--- config.mk ---
export PLATFORM = sky130hd
export DESIGN_NAME = uhb_port
export DESIGN_NICKNAME = d
export VERILOG_FILES = /design/src/shared/uhb_pkg.sv /design/src/uhb_port.sv
export VERILOG_INCLUDE_DIRS = /design/src /design/src/shared
export SDC_FILE = /design/constraint.sdc
export NUM_CORES = 1
export LEC_CHECK = 0
export ABC_AREA = 1
export BUFFER_PORTS_ARGS = -buffer_cell sky130_fd_sc_hd__buf_2
export CAP_MARGIN = 20
export CORE_AREA = 4 4 117 119
export CTS_BUF_LIST = sky130_fd_sc_hd__clkbuf_8
export CTS_CLUSTER_DIAMETER = 100
export DETAILED_ROUTE_END_ITERATION = 6
export DIE_AREA = 0 0 121 123
export PLACE_DENSITY_LB_ADDON = 0.15
export SETUP_SLACK_MARGIN = 0.5
export SYNTH_ARGS = -nofsm -noshare
export SYNTH_HDL_FRONTEND = slang
export SYNTH_SLANG_ARGS = --single-unit
--- constraint.sdc ---
create_clock -name mclk_i -period 3.9 [get_ports mclk_i]
set_clock_uncertainty 0.2 [all_clocks]
set_input_delay 0.975 -clock mclk_i [delete_from_list [all_inputs] [get_ports mclk_i]]
set_output_delay 0.975 -clock mclk_i [all_outputs]
set_load 0.005 [all_outputs]
--- src/shared/uhb_regs.svh ---
// Purpose: Named constants for the host bus port.
// Assumes: Included by bare name after the package.
// Notes:   Definitions only.
`ifndef UHB_REGS_SVH
`define UHB_REGS_SVH

// =====================================================================
// Register file layout
`define UHB_NREG        8     // Number of selectable registers
`define UHB_SEL_W       3     // Register select width
`define UHB_DATA_W      8     // Data bus width
`define UHB_IDX_MCR     3'h4  // Modem control register index
`define UHB_MCR_IRQ_EN  3     // Interrupt output enable bit
`define UHB_RST_BYTE    8'h00 // Reset value of every register
`define UHB_RST_SEL     3'h0  // Reset value of the select holders

// =====================================================================
// Control pin sample layout
`define UHB_CTL_IDLE    4'he  // Pins at rest: wr, rd, cs high, mode low
`define UHB_CTL_MODE    0     // Sample bit of the bus mode pin
`define UHB_CTL_CS      1     // Sample bit of the chip select
`define UHB_CTL_RD      2     // Sample bit of the read strobe
`define UHB_CTL_WR      3     // Sample bit of the write strobe or dir

`endif

--- src/shared/uhb_pkg.sv ---
// Purpose: Types for the host bus port.
// Assumes: Nothing beyond the constants header.
// Notes:   Port state codes are Gray along idle-read and idle-write.
package uhb_pkg;

  // ===================================================================
  // Port sequencer states
  typedef enum logic [1:0] {
    UHB_ST_IDLE = 2'b00, // No access in progress
    UHB_ST_RD   = 2'b01, // Read access, bus driven
    UHB_ST_WR   = 2'b10  // Write access, waiting for end
  } uhb_state_t;

  typedef logic [7:0] uhb_byte_t; // One register byte
  typedef logic [2:0] uhb_sel_t;  // Register select value

endpackage : uhb_pkg

--- src/uhb_port.sv ---
// Purpose: Parallel host register port of a UART, strobe or direction
//          line convention, sampled on the local clock.
// Assumes: Host strobes are slow against mclk_i; all pins asynchronous.
// Notes:   Two-way pins are split into input, output and output enable.
`timescale 1ns/1ps
`include "uhb_regs.svh"

module uhb_port (
  input  wire logic             mclk_i,        // Local clock, 100 MHz
  input  wire logic             rst_i,         // Sync reset, high
  input  wire logic             bus_mode_i,    // High strobes, low dir
  input  wire logic             cs_n_i,        // Chip select, low
  input  wire logic             read_strobe_n_i,  // Read strobe, low
  input  wire logic             write_strobe_n_i, // Write strobe or dir
  input  wire uhb_pkg::uhb_sel_t  reg_sel_i,   // Register select
  input  wire uhb_pkg::uhb_byte_t host_data_i, // Data bus, in
  output logic [7:0]            host_data_o,   // Data bus, out
  output logic                  host_data_oe_o,// Data bus drive
  input  wire logic             irq_req_i,     // Core interrupt request
  output logic                  irq_o,         // Interrupt pin level
  output logic                  irq_oe_o,      // Interrupt pin drive
  output logic                  wr_stb_o,      // Write done pulse
  output logic [2:0]            wr_sel_o,      // Last written select
  output logic [7:0]            wr_data_o      // Last written byte
);
  import uhb_pkg::*;

  // ===================================================================
  // Edge helpers
  function automatic logic rose(input logic now, input logic was);
    rose = now & ~was;
  endfunction : rose

  function automatic logic fell(input logic now, input logic was);
    fell = ~now & was;
  endfunction : fell

  // ===================================================================
  // Pin synchronisers
  logic [3:0] ctl_s1_r;   // First stage: mode, cs, rd, wr
  logic [3:0] ctl_s2_r;   // Second stage, safe to read
  uhb_sel_t   sel_s1_r;   // Select first stage
  uhb_sel_t   sel_s2_r;   // Select second stage
  uhb_sel_t   sel_s3_r;   // Select one sample older
  uhb_byte_t  dat_s1_r;   // Data first stage
  uhb_byte_t  dat_s2_r;   // Data second stage
  uhb_byte_t  dat_s3_r;   // Data one sample older

  // Every host bus pin passes two flops before any logic looks at it; irq_req_i and rst_i do not
  always_ff @(posedge mclk_i) begin
    if (rst_i) begin
      ctl_s1_r <= `UHB_CTL_IDLE;
      ctl_s2_r <= `UHB_CTL_IDLE;
      sel_s1_r <= `UHB_RST_SEL;
      sel_s2_r <= `UHB_RST_SEL;
      sel_s3_r <= `UHB_RST_SEL;
      dat_s1_r <= `UHB_RST_BYTE;
      dat_s2_r <= `UHB_RST_BYTE;
      dat_s3_r <= `UHB_RST_BYTE;
    end else begin
      ctl_s1_r <= {write_strobe_n_i, read_strobe_n_i, cs_n_i, bus_mode_i};
      ctl_s2_r <= ctl_s1_r;
      sel_s1_r <= reg_sel_i;
      sel_s2_r <= sel_s1_r;
      sel_s3_r <= sel_s2_r;
      dat_s1_r <= host_data_i;
      dat_s2_r <= dat_s1_r;
      dat_s3_r <= dat_s2_r;
    end
  end

  logic mode_s; // High selects strobe convention
  logic cs_s;   // Chip select, low active
  logic rd_s;   // Read strobe, low active
  logic wr_s;   // Write strobe or direction line
  assign mode_s = ctl_s2_r[`UHB_CTL_MODE];
  assign cs_s   = ctl_s2_r[`UHB_CTL_CS];
  assign rd_s   = ctl_s2_r[`UHB_CTL_RD];
  assign wr_s   = ctl_s2_r[`UHB_CTL_WR];

  // ===================================================================
  // Access decode
  logic rd_act; // A read access is under way
  logic wr_act; // A write access is under way

  // Both conventions reduce to one read and one write level
  always_comb begin
    if (cs_s) begin
      rd_act = 1'b0;
      wr_act = 1'b0;
    end else if (mode_s) begin
      rd_act = ~rd_s;
      wr_act = ~wr_s;
    end else begin
      rd_act = wr_s;
      wr_act = ~wr_s;
    end
  end

  // ===================================================================
  // Port sequencer and register file
  uhb_state_t state_r;            // Current access state
  uhb_state_t state_nxt;
  uhb_byte_t  regs_r   [`UHB_NREG]; // Register storage
  uhb_byte_t  regs_nxt [`UHB_NREG];
  uhb_byte_t  dout_r;             // Read data on the bus
  uhb_byte_t  dout_nxt;
  logic       doe_r;              // Bus drive enable
  logic       doe_nxt;
  logic       rd_act_r;           // Read level, one sample old
  logic       wstb_r;             // Write done pulse
  logic       wstb_nxt;
  uhb_sel_t   wsel_r;             // Written select
  uhb_sel_t   wsel_nxt;
  uhb_byte_t  wdat_r;             // Written byte
  uhb_byte_t  wdat_nxt;

  // Next state: start, hold and finish one access at a time
  always_comb begin
    state_nxt = state_r;
    regs_nxt  = regs_r;
    dout_nxt  = dout_r;
    doe_nxt   = 1'b0;
    wstb_nxt  = 1'b0;
    wsel_nxt  = wsel_r;
    wdat_nxt  = wdat_r;
    unique case (state_r)
      UHB_ST_IDLE: begin
        if (rd_act) begin
          // Read start: fetch selected byte and drive it
          dout_nxt  = regs_r[sel_s2_r];
          doe_nxt   = 1'b1;
          state_nxt = UHB_ST_RD;
        end else if (wr_act) begin
          // Write start: wait for the closing edge
          state_nxt = UHB_ST_WR;
        end
      end
      UHB_ST_RD: begin
        if (rd_act) begin
          doe_nxt = 1'b1;
        end else begin
          // Read end: let go of the bus
          state_nxt = UHB_ST_IDLE;
        end
      end
      UHB_ST_WR: begin
        if (!wr_act) begin
          // Closing edge: take the sample held while still active
          regs_nxt[sel_s3_r] = dat_s3_r;
          wstb_nxt  = 1'b1;
          wsel_nxt  = sel_s3_r;
          wdat_nxt  = dat_s3_r;
          state_nxt = UHB_ST_IDLE;
        end
      end
    endcase
  end

  // Register the sequencer
  always_ff @(posedge mclk_i) begin
    if (rst_i) begin
      state_r  <= UHB_ST_IDLE;
      for (int i = 0; i < `UHB_NREG; i++) begin
        regs_r[i] <= `UHB_RST_BYTE;
      end
      dout_r   <= `UHB_RST_BYTE;
      doe_r    <= 1'b0;
      rd_act_r <= 1'b0;
      wstb_r   <= 1'b0;
      wsel_r   <= `UHB_RST_SEL;
      wdat_r   <= `UHB_RST_BYTE;
    end else begin
      state_r  <= state_nxt;
      regs_r   <= regs_nxt;
      dout_r   <= dout_nxt;
      doe_r    <= doe_nxt;
      rd_act_r <= rd_act;
      wstb_r   <= wstb_nxt;
      wsel_r   <= wsel_nxt;
      wdat_r   <= wdat_nxt;
    end
  end

  // ===================================================================
  // Interrupt pin
  logic irq_r;    // Interrupt level
  logic irq_nxt;
  logic irqe_r;   // Interrupt drive enable
  logic irqe_nxt;

  // Strobe mode drives high-active when enabled, else open drain low
  always_comb begin
    if (mode_s) begin
      irq_nxt  = irq_req_i;
      irqe_nxt = regs_r[`UHB_IDX_MCR][`UHB_MCR_IRQ_EN];
    end else begin
      irq_nxt  = 1'b0;
      irqe_nxt = irq_req_i;
    end
  end

  // Register the interrupt pin
  always_ff @(posedge mclk_i) begin
    if (rst_i) begin
      irq_r  <= 1'b0;
      irqe_r <= 1'b0;
    end else begin
      irq_r  <= irq_nxt;
      irqe_r <= irqe_nxt;
    end
  end

  // ===================================================================
  // Outputs, all from flops
  assign host_data_o    = dout_r;
  assign host_data_oe_o = doe_r;
  assign irq_o          = irq_r;
  assign irq_oe_o       = irqe_r;
  assign wr_stb_o       = wstb_r;
  assign wr_sel_o       = wsel_r;
  assign wr_data_o      = wdat_r;

  // ===================================================================
  // Checks
  logic rd_go;  // Read start seen this cycle
  assign rd_go = (state_r == UHB_ST_IDLE) & rd_act;

  a_read_drive: assert property (@(posedge mclk_i) disable iff (rst_i)
    rd_go |=> host_data_oe_o && host_data_o == $past(regs_r[sel_s2_r]))
    else $error("read start did not drive selected byte");
  a_bus_release: assert property (@(posedge mclk_i) disable iff (rst_i)
    fell(rd_act, rd_act_r) |=> !host_data_oe_o)
    else $error("bus held after read end");
  a_write_load: assert property (@(posedge mclk_i) disable iff (rst_i)
    state_r == UHB_ST_WR && !wr_act |=>
      regs_r[$past(sel_s3_r)] == $past(dat_s3_r) && wr_stb_o)
    else $error("write end did not load register");
  a_cs_ignore: assert property (@(posedge mclk_i) disable iff (rst_i)
    cs_s && state_r == UHB_ST_IDLE |=> state_r == UHB_ST_IDLE)
    else $error("access taken with chip select high");
  a_strobe_read: assert property (@(posedge mclk_i) disable iff (rst_i)
    mode_s && !cs_s && !rd_s && state_r == UHB_ST_IDLE
      |=> state_r == UHB_ST_RD ##1 host_data_oe_o)
    else $error("strobe read not started");
  a_strobe_write: assert property (@(posedge mclk_i) disable iff (rst_i)
    mode_s && !cs_s && rd_s && !wr_s && state_r == UHB_ST_IDLE
      |=> state_r == UHB_ST_WR)
    else $error("strobe write not started");
  a_dir_read: assert property (@(posedge mclk_i) disable iff (rst_i)
    !mode_s && !cs_s && wr_s && state_r == UHB_ST_IDLE
      |=> host_data_oe_o)
    else $error("direction read not started");
  a_cs_end: assert property (@(posedge mclk_i) disable iff (rst_i)
    !mode_s && state_r == UHB_ST_RD && cs_s
      |=> state_r == UHB_ST_IDLE ##1 !host_data_oe_o)
    else $error("chip select rise did not end read");
  a_irq_strobe: assert property (@(posedge mclk_i) disable iff (rst_i)
    mode_s |=> irq_o == $past(irq_req_i) &&
      irq_oe_o == $past(regs_r[`UHB_IDX_MCR][`UHB_MCR_IRQ_EN]))
    else $error("strobe mode interrupt pin wrong");
  a_irq_drain: assert property (@(posedge mclk_i) disable iff (rst_i)
    !mode_s |=> !irq_o && irq_oe_o == $past(irq_req_i))
    else $error("open drain interrupt pin wrong");

  c_strobe_rd: cover property (@(posedge mclk_i) disable iff (rst_i)
    mode_s && rd_go ##[1:50] fell(rd_act, rd_act_r));
  c_strobe_wr: cover property (@(posedge mclk_i) disable iff (rst_i)
    mode_s && wstb_r);
  c_dir_wr: cover property (@(posedge mclk_i) disable iff (rst_i)
    !mode_s && wstb_r);
  c_mcr_irq: cover property (@(posedge mclk_i) disable iff (rst_i)
    mode_s && irqe_r && irq_r);

endmodule : uhb_port

==> results of run 1 <==
## how the worst max path moves through the flow
| stage | start | end | slack [ps] | depth (start not counted) |
|---|---|---|---|---|
| CTS | state_r[0] | regs_r[30] | 1330 | 7 |
| global placement | state_r[0] | regs_r[27] | 1380 | 7 |
| floorplan | rst_i | regs_r[27] | 1830 | 6 |
| global route | state_r[0] | regs_r[27] | 970 | 7 |
| finish | state_r[0] | regs_r[30] | 1390 | 7 |
| detailed placement | state_r[0] | regs_r[30] | 1330 | 7 |
## cells in the final DEF (no fill, tap or decap), types with 3 or more instances in the layout
cell                          n
sky130_fd_sc_hd__dfxtp_1    130
sky130_fd_sc_hd__inv_1      110
sky130_fd_sc_hd__nand2_1     80
sky130_fd_sc_hd__a21oi_1     79
sky130_fd_sc_hd__o21ai_0     76
sky130_fd_sc_hd__nand3_1     57
sky130_fd_sc_hd__nor2_1      55
sky130_fd_sc_hd__buf_2       40
sky130_fd_sc_hd__clkbuf_8    19
sky130_fd_sc_hd__nand4_1      6
sky130_fd_sc_hd__or2_2        6
sky130_fd_sc_hd__buf_4        5
sky130_fd_sc_hd__clkinv_2     4
sky130_fd_sc_hd__inv_2        3
sky130_fd_sc_hd__clkinv_1     3
sky130_fd_sc_hd__ha_1         3
sky130_fd_sc_hd__bufinv_16    3
## power by group
group	internal [uW]	total (uW)	switching, uW
Combinational	93.3	265	172
Sequential	1390	1430	34.2
Clock	654	1150	501
## per-stage QoR
step | instances | utilization, % | setup slack [ps] | total power [uW]
after floorplan | 649 | - | 1830 | 1640
after global placement | 831 | 41.9 | 1380 | 1720
after detailed placement | 831 | 41.9 | 1330 | 1720
after CTS | 862 | 45.1 | 1330 | 2880
after global routing | 862 | 45.1 | 975 | 2990
final | 862 | 45.1 | 1390 | 2850
## metal layers
metal  routed length [um]  GRT usage (%)  vias up
met2                 5400           27.0       61
li1                     -              -     2109
met4                  240           6.87        0
met3                  373           4.44       17
met5                    0              0        -
met1                 5300           20.7     1789
## critical path, cell delays in order (launching register included)
cell                      delay (ps)
sky130_fd_sc_hd__dfxtp_1         330
sky130_fd_sc_hd__inv_1            80
sky130_fd_sc_hd__ha_1            160
sky130_fd_sc_hd__inv_1            60
sky130_fd_sc_hd__nor2_4          460
sky130_fd_sc_hd__nand4_1         650
sky130_fd_sc_hd__o21ai_0         360
sky130_fd_sc_hd__a21oi_1          60
## kinds of logic after synthesis
kind of cell	Yosys count	synth area share, %
flops	130	52.2
compound gates	155	15.6
buf+inv	149	12.1
fa+ha+maj	3	0.753
simple gates	212	19.4
## state kept, by name, summed over array words and instances, names as in the netlist, 4 cells and up
signal       cells
ctl_s1_r         4
ctl_s2_r         4
dat_s1_r         8
dat_s2_r         8
dat_s3_r         8
host_data_o      8
regs_r          64
wr_data_o        8
## cell type report
| type | instances | area, um^2 | area share [%] |
|---|---|---|---|
| clock buffer | 19 | 262 | 4.61 |
| inverter | 114 | 428 | 7.55 |
| multi-input combinational | 370 | 1780 | 31.4 |
| tap | 172 | 215 | 3.80 |
| clock inverter | 12 | 141 | 2.49 |
| sequential | 130 | 2600 | 45.9 |
| timing repair buffer | 45 | 238 | 4.19 |
==> metrics list, run 1 <==
* Run status: completed
- Final hold vios: 0
- Clk Latency, worst-skew pair: 440 ps
- Synthesis produced a netlist whose cell count is 649.
- # setup viols final: 0
- The worst register-to-register path begins at state_r[0].
- By startpoint and endpoint, the worst setup path is classified as reg -> reg.
* Floorplan die height: 123 um
- VDD IR-drop max: 0.000250 V
- After floorplanning, the core was divided into 41 placement rows.
* CTS Root Buffer Type: sky130_fd_sc_hd__clkbuf_8
- From left edge to right edge, the die measures 121 um.
- Routed length per placed instance: 13.1 um
* Diode count: 0
- Post-route clock period utilization: 64.5%
- During I/O placement, the number of pins put on the boundary was 41.
- Number of levels the H-tree was split into: 4
- Entering global routing, the biggest net connects 78 pins.
* Leftover overflow at the end of global routing: 0
* 1st-iter DRT viols: 289
- Core area: 12600 um^2
- Summed over all cells, the static leakage comes to 0.00241 uW.
* Post-CTS setup-driven buffer insertion count: 0
- TritonCTS built the clock tree.
- Initial antenna violation count: 0
* Main flop type after synthesis: sky130_fd_sc_hd__dfxtp_1
- The number of nets in the synthesized netlist is 670.
- The via count of the first global-routing pass is 3882.
* Yosys warns: 0
- Final hold analysis gives a worst-case slack of 202 ps.
* Main area contributors after synthesis: sky130_fd_sc_hd__dfxtp_1 52%, sky130_fd_sc_hd__inv_1 8.1%, sky130_fd_sc_hd__a21oi_1 7.9%, sky130_fd_sc_hd__o21ai_0 7.6%, sky130_fd_sc_hd__nand2_1 6.0%
- The netlist uses 23 different library cells.
* Post-Syn Area: 4990 um^2
* Destination of the worst register-to-register timing path: regs_r[30]
- The final number of max-transition violations was 0.
- Clock-pin slew was measured on the worst setup and hold paths at 70 ps.
- The top cell type by area accounts for 52.2% of the synthesized area.
- Full die area: 14900 um^2
* Minimum period implied by the final worst setup slack: 2510 ps
- Hold Path Depth: 2
* Commonest cells in the synthesized netlist: 130 x sky130_fd_sc_hd__dfxtp_1, 108 x sky130_fd_sc_hd__inv_1, 80 x sky130_fd_sc_hd__nand2_1
- The worst hold path terminates at dat_s2_r[4].
* Asr flop ratio synth: 0%
* Per-cell via count in the routed design: 4.61
* Required time of the critical path: 4000 ps
* Vias after detailed routing: 3976
* CTS Buf Count: 17
- DRC violations left: 0
- Worst Hold Class: reg -> reg
- Transition time at the pin with the least slew margin: 658 ps
- In this run, synthesis inferred 0 flip-flops with an integrated enable.
- Count of filler cells inserted in the layout: 1306
- Start point of the worst min-delay path: dat_s1_r[4]
- The pre-antenna-repair detailed-routing pass consisted of 5 iterations.
* Flops & latches, synth: 130
- Final weighted congestion in routability-driven placement: 0.785
- Portion of the post-synthesis area used by sequential elements: 52.2%
- Cell type with the largest total area after synthesis: sky130_fd_sc_hd__dfxtp_1
* WL final: 11300 um
* Power per cell area: 502 nW/um^2
- Global Route Usage Sum: 16.5%
- Detailed Place HPWL: 7120 um
* Layout-stage area growth over the synthesis result: 13.6%
- Placed Instance Area: 5270 um^2
- Startpoint Class: flip-flop
* Rel. slew slack: 56.1%
- Total non-filler cell area in the finished layout: 5670 um^2
- Along the worst path, the maximum fanout reaches 23.
* Most frequent cell after synthesis: sky130_fd_sc_hd__dfxtp_1
- Sink count of the clock tree: 130
- In this run the mean area of a mapped cell was 7.69 um^2.
- Net count, final: 699
- Cts-stage hold buffer count: 0
- Post-DRT Antenna Nets: 0
- Highest Clock Rate: 0.398 GHz
* Effective utilization at floorplan: 39.7%
- Reg2Reg Setup Slack: 1390 ps
- The worst setup path is captured at a flip-flop.
- Worst r2r path cells: 7
- The count of buffers added on input and output ports is 40.
- Fraction of layout instances using a drive strength above 1: 13.2%
* Unrepaired setup endpoints after global routing: false
* Wire length of the first global-routing pass: 19100 um
* Max-Cap Viols: 0
- Cts repair resizes: 0
- In the final timing run, aggregate negative setup slack is 0 ps.
- The clock passes through at most 2 buffers.
- At the worst endpoint, the arrival time is 2610 ps.
(Power assumes the default switching activity.)
==> run 2: changes to the inputs <==
--- a/config.mk
+++ b/config.mk
@@ -6,14 +6,14 @@
 export SDC_FILE = /design/constraint.sdc
 export NUM_CORES = 1
 export LEC_CHECK = 0
-export ABC_AREA = 1
+export ABC_AREA = 0
 export BUFFER_PORTS_ARGS = -buffer_cell sky130_fd_sc_hd__buf_2
 export CAP_MARGIN = 20
-export CORE_AREA = 4 4 117 119
+export CORE_AREA = 4 4 116 118
 export CTS_BUF_LIST = sky130_fd_sc_hd__clkbuf_8
 export CTS_CLUSTER_DIAMETER = 100
 export DETAILED_ROUTE_END_ITERATION = 6
-export DIE_AREA = 0 0 121 123
+export DIE_AREA = 0 0 120 122
 export PLACE_DENSITY_LB_ADDON = 0.15
 export SETUP_SLACK_MARGIN = 0.5
 export SYNTH_ARGS = -nofsm -noshare
==> constraint.sdc (replaced) <==
create_clock -name mclk_i -period 2.19 [get_ports mclk_i]
set_clock_uncertainty 0.2 [all_clocks]
set_input_delay 0.5475 -clock mclk_i [delete_from_list [all_inputs] [get_ports mclk_i]]
set_output_delay 0.5475 -clock mclk_i [all_outputs]
set_load 0.005 [all_outputs]
==> metrics list, run 2 <==
- Transition time at the pin with the least slew margin: 536 ps (-122 ps)
- The final critical-path share of the clock period came to 79.7% (+15 points).
- Required time of the critical path: 2300 ps (-1700 ps)
- Crit Reg-Reg Startpoint: state_r[0]
- The final-layout fill cell count came to 1158 (-11%).
* Total non-filler cell area in the finished layout: 6010 um^2 (+6.1%)
- Startpoint Class: flip-flop
- Proportion of synthesized area in mux cells: 17.3% (+17 points)
- Worst Hold Class: in -> reg
* Final hold vios: 0 (unchanged)
- The final reports fail on design-rule violations.
- After synthesis, the largest family of logic cells by area is multiplexers.
* Distinct cells, synth: 35 (+52%)
* Vias after detailed routing: 3440 (-13%)
- The detailed-route DRC error count came to 2 (+2).
- The total wirelength of the detailed-routed design is 10700 um (-5.4%).
* CTS Buf Count: 17 (unchanged)
- Crit-path slowest cell: sky130_fd_sc_hd__or4b_4
- Leakage: 0.00233 uW (-3.5%)
* Most frequent cell after synthesis: sky130_fd_sc_hd__dfxtp_1
- regs_r holds more flip-flops than any other register.
- Max-Cap Viols: 0 (unchanged)
* Floorplan die height: 122 um (-0.81%)
* Worst r2r path cells: 5 (-2)
* Destination of the worst register-to-register timing path: regs_r[58]
- The total congestion overflow after global routing was 0 (unchanged).
- The maximum fanout encountered on the critical timing path is 8 (-65%).
- Maximum number of pins on one net before global-route repair: 53 (-32%)
* Critical path endpoint: regs_r[58]
- The final number of max-transition violations is 0 (unchanged).
- Most frequent cells in the layout: 118 x sky130_fd_sc_hd__dfxtp_1, 62 x sky130_fd_sc_hd__nor2_1, 47 x sky130_fd_sc_hd__mux2i_1
- Compared with the post-synthesis result, the final layout area differs by 22.6%.
* Post-Syn Area: 4900 um^2 (-1.7%)
- The final weighted congestion in routability-driven placement came to 0.790 (+0.66%).
- Path type of the worst setup path: reg -> reg
* Port-buffer cells: 40 (unchanged)
- The number of routed nets with antenna violations came to 0 (unchanged).
- The power per cell area came to 839 nW/um^2 (+67%).
* Fraction of layout instances using a drive strength above 1: 30.5% (+17 points)
- The number of sinks driven by the clock tree was 130 (unchanged).
* Asr flop ratio synth: 0% (unchanged)
- Site row count: 41 (unchanged)
- TritonCTS built the clock tree.
- Cell type with the largest total area after synthesis: sky130_fd_sc_hd__dfxtp_1
- Switching Fraction: 23.5% (-1.3 points)
- The area share of and/or/nand/nor cells after synthesis is 17.3% (-2.1 points).
- The register clock-pin slew on the reported worst setup and hold paths is 80 ps (about the same).
- Grouping stages by cell kind, the critical path spends the most delay in simple AND/OR/NAND/NOR gates.
- CTS max path bufs: 2 (unchanged)
- The final non-filler cell total is 707 (-18%).
- In this run the clock root is driven by a sky130_fd_sc_hd__clkbuf_8.
* Combinational group share of total power: 6.5% (-2.8 points)
* Main flop type after synthesis: sky130_fd_sc_hd__dfxtp_1
- Slowest cell delay on critical path: 590 ps (-60 ps)
* Portion of the post-synthesis area used by sequential elements: 53.1% (+0.89 points)
- The overall die width was 120 um (-0.83%).
* Commonest cells in the synthesized netlist: 130 x sky130_fd_sc_hd__dfxtp_1, 63 x sky130_fd_sc_hd__nor2_1, 49 x sky130_fd_sc_hd__mux2i_1
- Yosys warns: 0 (unchanged)
* Main area contributors after synthesis: sky130_fd_sc_hd__dfxtp_1 53%, sky130_fd_sc_hd__mux2i_1 10%, sky130_fd_sc_hd__mux4_2 7.3%, sky130_fd_sc_hd__nor2_1 4.8%, sky130_fd_sc_hd__nor2b_1 4.5%
- The total iterations of the first detailed-routing run was 7 (+2).
- Unrepaired setup endpoints after global routing: true
- Buf+Inv Stages, Crit Path: 1 (-1)
* Rel. slew slack: 64.3% (+8.2 points)
* CP Cell Sequence: inv_4 -> ha_4 -> or4b_4 -> mux2i_1 -> nor2_1
- Reg2Reg Setup Slack: 450 ps (-940 ps)
- The maximum VDD drop was 0.000513 V (+110%).
- Global Route Usage Sum: 15.4% (-1.1 points)
- The clock insertion delay at the later pin of the skew report is 430 ps (about the same).
- The number of primary I/O pins came to 41 (unchanged).
- The synthesized-area fraction occupied by xor and xnor cells was 0% (unchanged).
- The initial core utilization came to 39.3% (-0.35 points).
* Run status: finished with violations
- Setup TNS: 0 ps (unchanged)
- The most critical setup path has its startpoint at state_r[0].
- Critical path arrival: 1860 ps (-750 ps)
* Highest Clock Rate: 0.573 GHz (+44%)
* Post-synthesis adder-cell area fraction: 0.765% (+0.013 points)
* Area share of the largest cell type after synthesis: 53.1% (+0.89 points)
* Net count after synthesis: 494 (-26%)
- Setup slack of the critical path after layout: 445 ps (-941 ps)
- The final-stage net count is 543 (-22%).
* Compound-gate portion of the synthesized area: 7.30% (-8.3 points)
- The proportion of power drawn by flip-flops and latches is 48.7% (-1.4 points).
- Detailed Place HPWL: 6950 um (-2.4%)
* Total instance count after detailed placement: 668 (-20%)
* Internal power contribution: 3860 uW (+80%)
- Total number of cells along the worst setup path: 5 (-2)
* Initial antenna violation count: 0 (unchanged)
- Minimum period implied by the final worst setup slack: 1740 ps (-769 ps)
- The synthesized flop and latch total is 130 (unchanged).
- Diode count: 0 (unchanged)
* Number of global-route vias before repair: 3372 (-13%)
- Number of levels the H-tree was split into: 4 (unchanged)
* Switching power of the nets: 1190 uW (+68%)
* Most common cell after layout, fill and taps aside: sky130_fd_sc_hd__dfxtp_1
- The area inside the core boundary came to 12500 um^2 (-0.82%).
* Post-place setup slack: 225 ps (-1110 ps)
- Per-cell via count in the routed design: 4.87 (+5.5%)
- The global-route wire length before repair came to 17400 um (-8.6%).
* Clock share of power: 44.9% (+4.3 points)
* Gate count after technology mapping: 473 (-27%)
- Number of flip-flops in the largest register: 64 (unchanged)
- CP Capture Type: flip-flop
- The final-report setup violation count is 0 (unchanged).
- The initial detailed-routing violation count was 193 (-33%).
- The average wire length per cell after detail routing is 15.1 um (+15%).
- Full die area: 14600 um^2 (-1.6%)
* Mean instance size in the synthesized netlist: 10.4 um^2 (+35%)
- Post-synth EDFFs: 0 (unchanged)
* Placed Instance Area: 5360 um^2 (+1.7%)
==> run 2: layer usage <==
layer | share of wire [%] | GRT usage [%] | vias up
met5 | 0 | 0 | -
met4 | 0.91 | 6.01 | 0
met3 | 3.2 | 3.71 | 8
met2 | 45 | 22.8 | 75
met1 | 51 | 21.7 | 1647
li1 | - | - | 1710
==> run 2: kinds of logic after synthesis <==
| logic type | count (synthesis) |
|---|---|
| AOI/OAI and AO/OA | 62 |
| adders and majority gates | 3 |
| buffers and inverters | 42 |
| DFF | 130 |
| muxes | 65 |
| and+or+nand+nor | 171 |
==> run 2: repair_timing <==
item | in CTS | in global routing
endpoints found under the hold margin | 0 | 0
buffers inserted | 5 | 1
gates resized for setup | 15 | 28
cloned | 0 | 1
pin swaps | 3 | 5
hold buffers | 0 | 0
endpoints found under the setup margin | 65 | 77
==> run 2: how the worst min path moves through the flow <==
stage,from,endpoint,slack [ps],cells past startpoint
after floorplan,ctl_s1_r[1],ctl_s2_r[1],190,1
after global placement,ctl_s1_r[2],ctl_s2_r[2],200,1
after detailed placement,ctl_s1_r[3],ctl_s2_r[3],200,1
after CTS,read_strobe_n_i,ctl_s1_r[2],70,2
after global routing,read_strobe_n_i,ctl_s1_r[2],80,2
final,cs_n_i,ctl_s1_r[1],100,2
==> run 2: metrics by stage <==
stage	hold WS [ps]	total power (uW)	util [%]
2_1_floorplan	189	2710	-
3_3_place_gp	201	2800	43.0
3_5_place_dp	198	2800	43.0
4_1_cts	67.6	5080	47.2
5_1_grt	76.6	5250	48.2
6_report	98.0	5040	48.2
==> run 2: power groups by stage <==
stage / Sequential (uW) / Combinational (uW) / Clock [uW]
detailed placement: 2510 / 293 / 0
global placement: 2510 / 291 / 0
global route: 2460 / 359 / 2430
CTS: 2450 / 310 / 2320
finish: 2460 / 326 / 2260
floorplan: 2490 / 219 / 0
==> run 2: cell type report <==
cell class,instances,area (um^2),share of cell area [%]
Tap cell,172,215,3.58
Inverter,4,17.5,0.291
Multi-Input combinational cell,301,2200,36.6
Clock buffer,18,248,4.12
Timing Repair Buffer,68,499,8.30
Sequential cell,130,2630,43.7
Clock inverter,14,203,3.37
==> run 3: changes to the inputs <==
==> constraint.sdc (replaced) <==
create_clock -name mclk_i -period 1.81 [get_ports mclk_i]
set_clock_uncertainty 0.2 [all_clocks]
set_input_delay 0.4525 -clock mclk_i [delete_from_list [all_inputs] [get_ports mclk_i]]
set_output_delay 0.4525 -clock mclk_i [all_outputs]
set_load 0.005 [all_outputs]
==> metrics list, run 3 (same netlist as run 2, synthesis figures left out) <==
* Total instance count after detailed placement: 667 (-0.15%)
- The maximum level of the CTS H-tree came to 4 (unchanged).
- Net count, final: 570 (+5.0%)
- WL final: 11600 um (+8.6%)
* CTS max path bufs: 2 (unchanged)
- The number of primary I/O pins is 41 (unchanged).
- The overall die width was 120 um (unchanged).
- The cell depth of the worst hold path came to 2 (unchanged).
* Diode count: 0 (unchanged)
* Highest Clock Rate: 0.574 GHz (+0.23%)
- Most flops, register: regs_r
* Hold Path Sink: dat_s1_r[5]
* Per-cell via count in the routed design: 4.88 (+0.21%)
* Final cell count without fillers: 733 (+3.7%)
* Vias after detailed routing: 3574 (+3.9%)
- Global Route Usage Sum: 16.9% (+1.5 points)
- The number of routed nets with antenna violations came to 0 (unchanged).
- The full die area is 14600 um^2 (unchanged).
* Power per cell area: 924 nW/um^2 (+10%)
- The maximum fanout encountered on the critical timing path is 8 (unchanged).
- The endpoint identified for the worst register-to-register timing path is regs_r[27].
- The worst setup path is captured at a flip-flop.
- The count of buffers from port buffering came to 40 (unchanged).
* Leftover overflow at the end of global routing: 0 (unchanged)
* Worst Hold Class: in -> reg
* Number of global-route vias before repair: 3626 (+7.5%)
* Timing startpoint of the critical path: state_r[1]
- The worst endpoint data arrival time came to 1850 ps (about the same).
- Clock tree from TritonCTS: done
- The clock insertion delay at the later pin of the skew report was 440 ps (about the same).
- Rel. slew slack: 61.0% (-3.3 points)
- The half-perimeter wire length of the detailed placement result is 7260 um (+4.4%).
- The y dimension of the die was 122 um (unchanged).
- The library cell used most frequently in the layout, excluding fill and tap cells, is sky130_fd_sc_hd__dfxtp_1.
* Site row count: 41 (unchanged)
- Initial antenna violation count: 0 (unchanged)
* Maximum number of pins on one net before global-route repair: 45 (-15%)
- Core area: 12500 um^2 (unchanged)
* Startpoint Class: flip-flop
* Required time of the critical path: 1920 ps (-380 ps)
- Transition time at the pin with the least slew margin: 585 ps (+49.2 ps)
* Final Max Tran Viols: 0 (unchanged)
- The cell sitting at the root of the clock tree is a sky130_fd_sc_hd__clkbuf_8.
- Final weighted congestion in routability-driven placement: 0.746 (-5.6%)
* Run status: completed
- The cell count of the worst reg-to-reg path was 5 (unchanged).
- The initial core utilization came to 39.3% (unchanged).
- Placed Instance Area: 5450 um^2 (+1.8%)
* Leakage: 0.00256 uW (+9.8%)
* Most frequent cells in the layout: 104 x sky130_fd_sc_hd__dfxtp_1, 59 x sky130_fd_sc_hd__nor2_1, 49 x sky130_fd_sc_hd__mux2i_1
* Sink count of the clock tree: 130 (unchanged)
- VDD IR-drop max: 0.000521 V (+1.6%)
- Minimum hold slack: 24.2 ps (-73.8 ps)
- Routed length per placed instance: 15.9 um (+4.7%)
* Post-route clock period utilization: 96.2% (+17 points)
- The critical path in this run is classified as reg -> reg.
* # setup viols final: 0 (unchanged)
- Fraction of layout instances using a drive strength above 1: 40.8% (+10 points)
- Max-Cap Viols: 0 (unchanged)
- The worst hold path begins at host_data_i[5].
- Number of flip-flops in the largest register: 64 (unchanged)
- The number of failing hold endpoints at the final stage is 0 (unchanged).
- The post-route setup TNS is 0 ps (unchanged).
* 1st-pass router iterations: 4 (-3)
- Minimum period implied by the final worst setup slack: 1740 ps (-4.07 ps)
- CTS Buf Count: 17 (unchanged)
* Clock slew at the register clock pins of the worst setup and hold paths: 70 ps (about the same)
* Total non-filler cell area in the finished layout: 6650 um^2 (+11%)
- Overall power consumption: 6140 uW (+22%)
* Crit Reg-Reg Startpoint: state_r[1]
- The global-route wire length before repair was 19000 um (+9.1%).
* 1st-iter DRT viols: 223 (+16%)
- Layout-stage area growth over the synthesis result: 35.5%
* DRC violations left: 0 (-2)
- Unrepaired setup endpoints after global routing: true
* Reg2Reg Setup Slack: 70 ps (-380 ps)
## run 3: power by group
part           total, uW  switching (uW)  internal (uW)
clock               2580            1090           1490
combinational        581             277            304
sequential          2980            56.7           2920
## run 3: layer usage
| metal | up-vias | global-route usage, % | wire (um) | share of wire [%] |
|---|---|---|---|---|
| met3 | 9 | 4.78 | 568 | 4.9 |
| li1 | 1769 | - | - | - |
| met4 | 0 | 5.58 | 140 | 1.2 |
| met1 | 1724 | 22.1 | 5480 | 47 |
| met5 | - | 0 | 0 | 0 |
| met2 | 72 | 26.9 | 5440 | 47 |
## run 3: critical path: stages, from the launching register on
cell and delay [ps]:
sky130_fd_sc_hd__dfxtp_4 390, sky130_fd_sc_hd__ha_4 180, sky130_fd_sc_hd__or4b_4 480, sky130_fd_sc_hd__buf_8 160, sky130_fd_sc_hd__mux2i_1 150, sky130_fd_sc_hd__nor2_1 50
## run 3: layout make-up
type,instances,area (um^2)
timing repair buffer,94,926
tap,172,215
sequential,130,2650
fill,1108,5820
clock inverter,10,134
inverter,4,20.0
clock buffer,21,289
multi-input combinational,302,2410
## run 3: repair_timing
action | CTS | global route
setup endpoints to repair | 108 | 110
pin swaps | 8 | 29
endpoints found under the hold margin | 8 | 0
setup buffers | 12 | 11
gates resized for setup | 53 | 78
hold buffers | 8 | 0
cloned | 3 | 1
## run 3: worst max-delay path by stage
stage	endpoint	slack, ps	depth (start not counted)
2_1_floorplan	regs_r[24]	160	6
3_3_place_gp	host_data_o[6]	60	6
3_5_place_dp	host_data_o[4]	-20	6
4_1_cts	regs_r[27]	90	6
5_1_grt	regs_r[62]	40	4
6_report	regs_r[27]	70	5
## run 3: metrics by stage
step | setup WS (ps) | util (%)
global placement | 61.3 | 43.8
CTS | 86.4 | 49.9
global route | 40.6 | 53.3
detailed placement | -22.1 | 43.8
floorplan | 163 | -
finish | 69.2 | 53.3
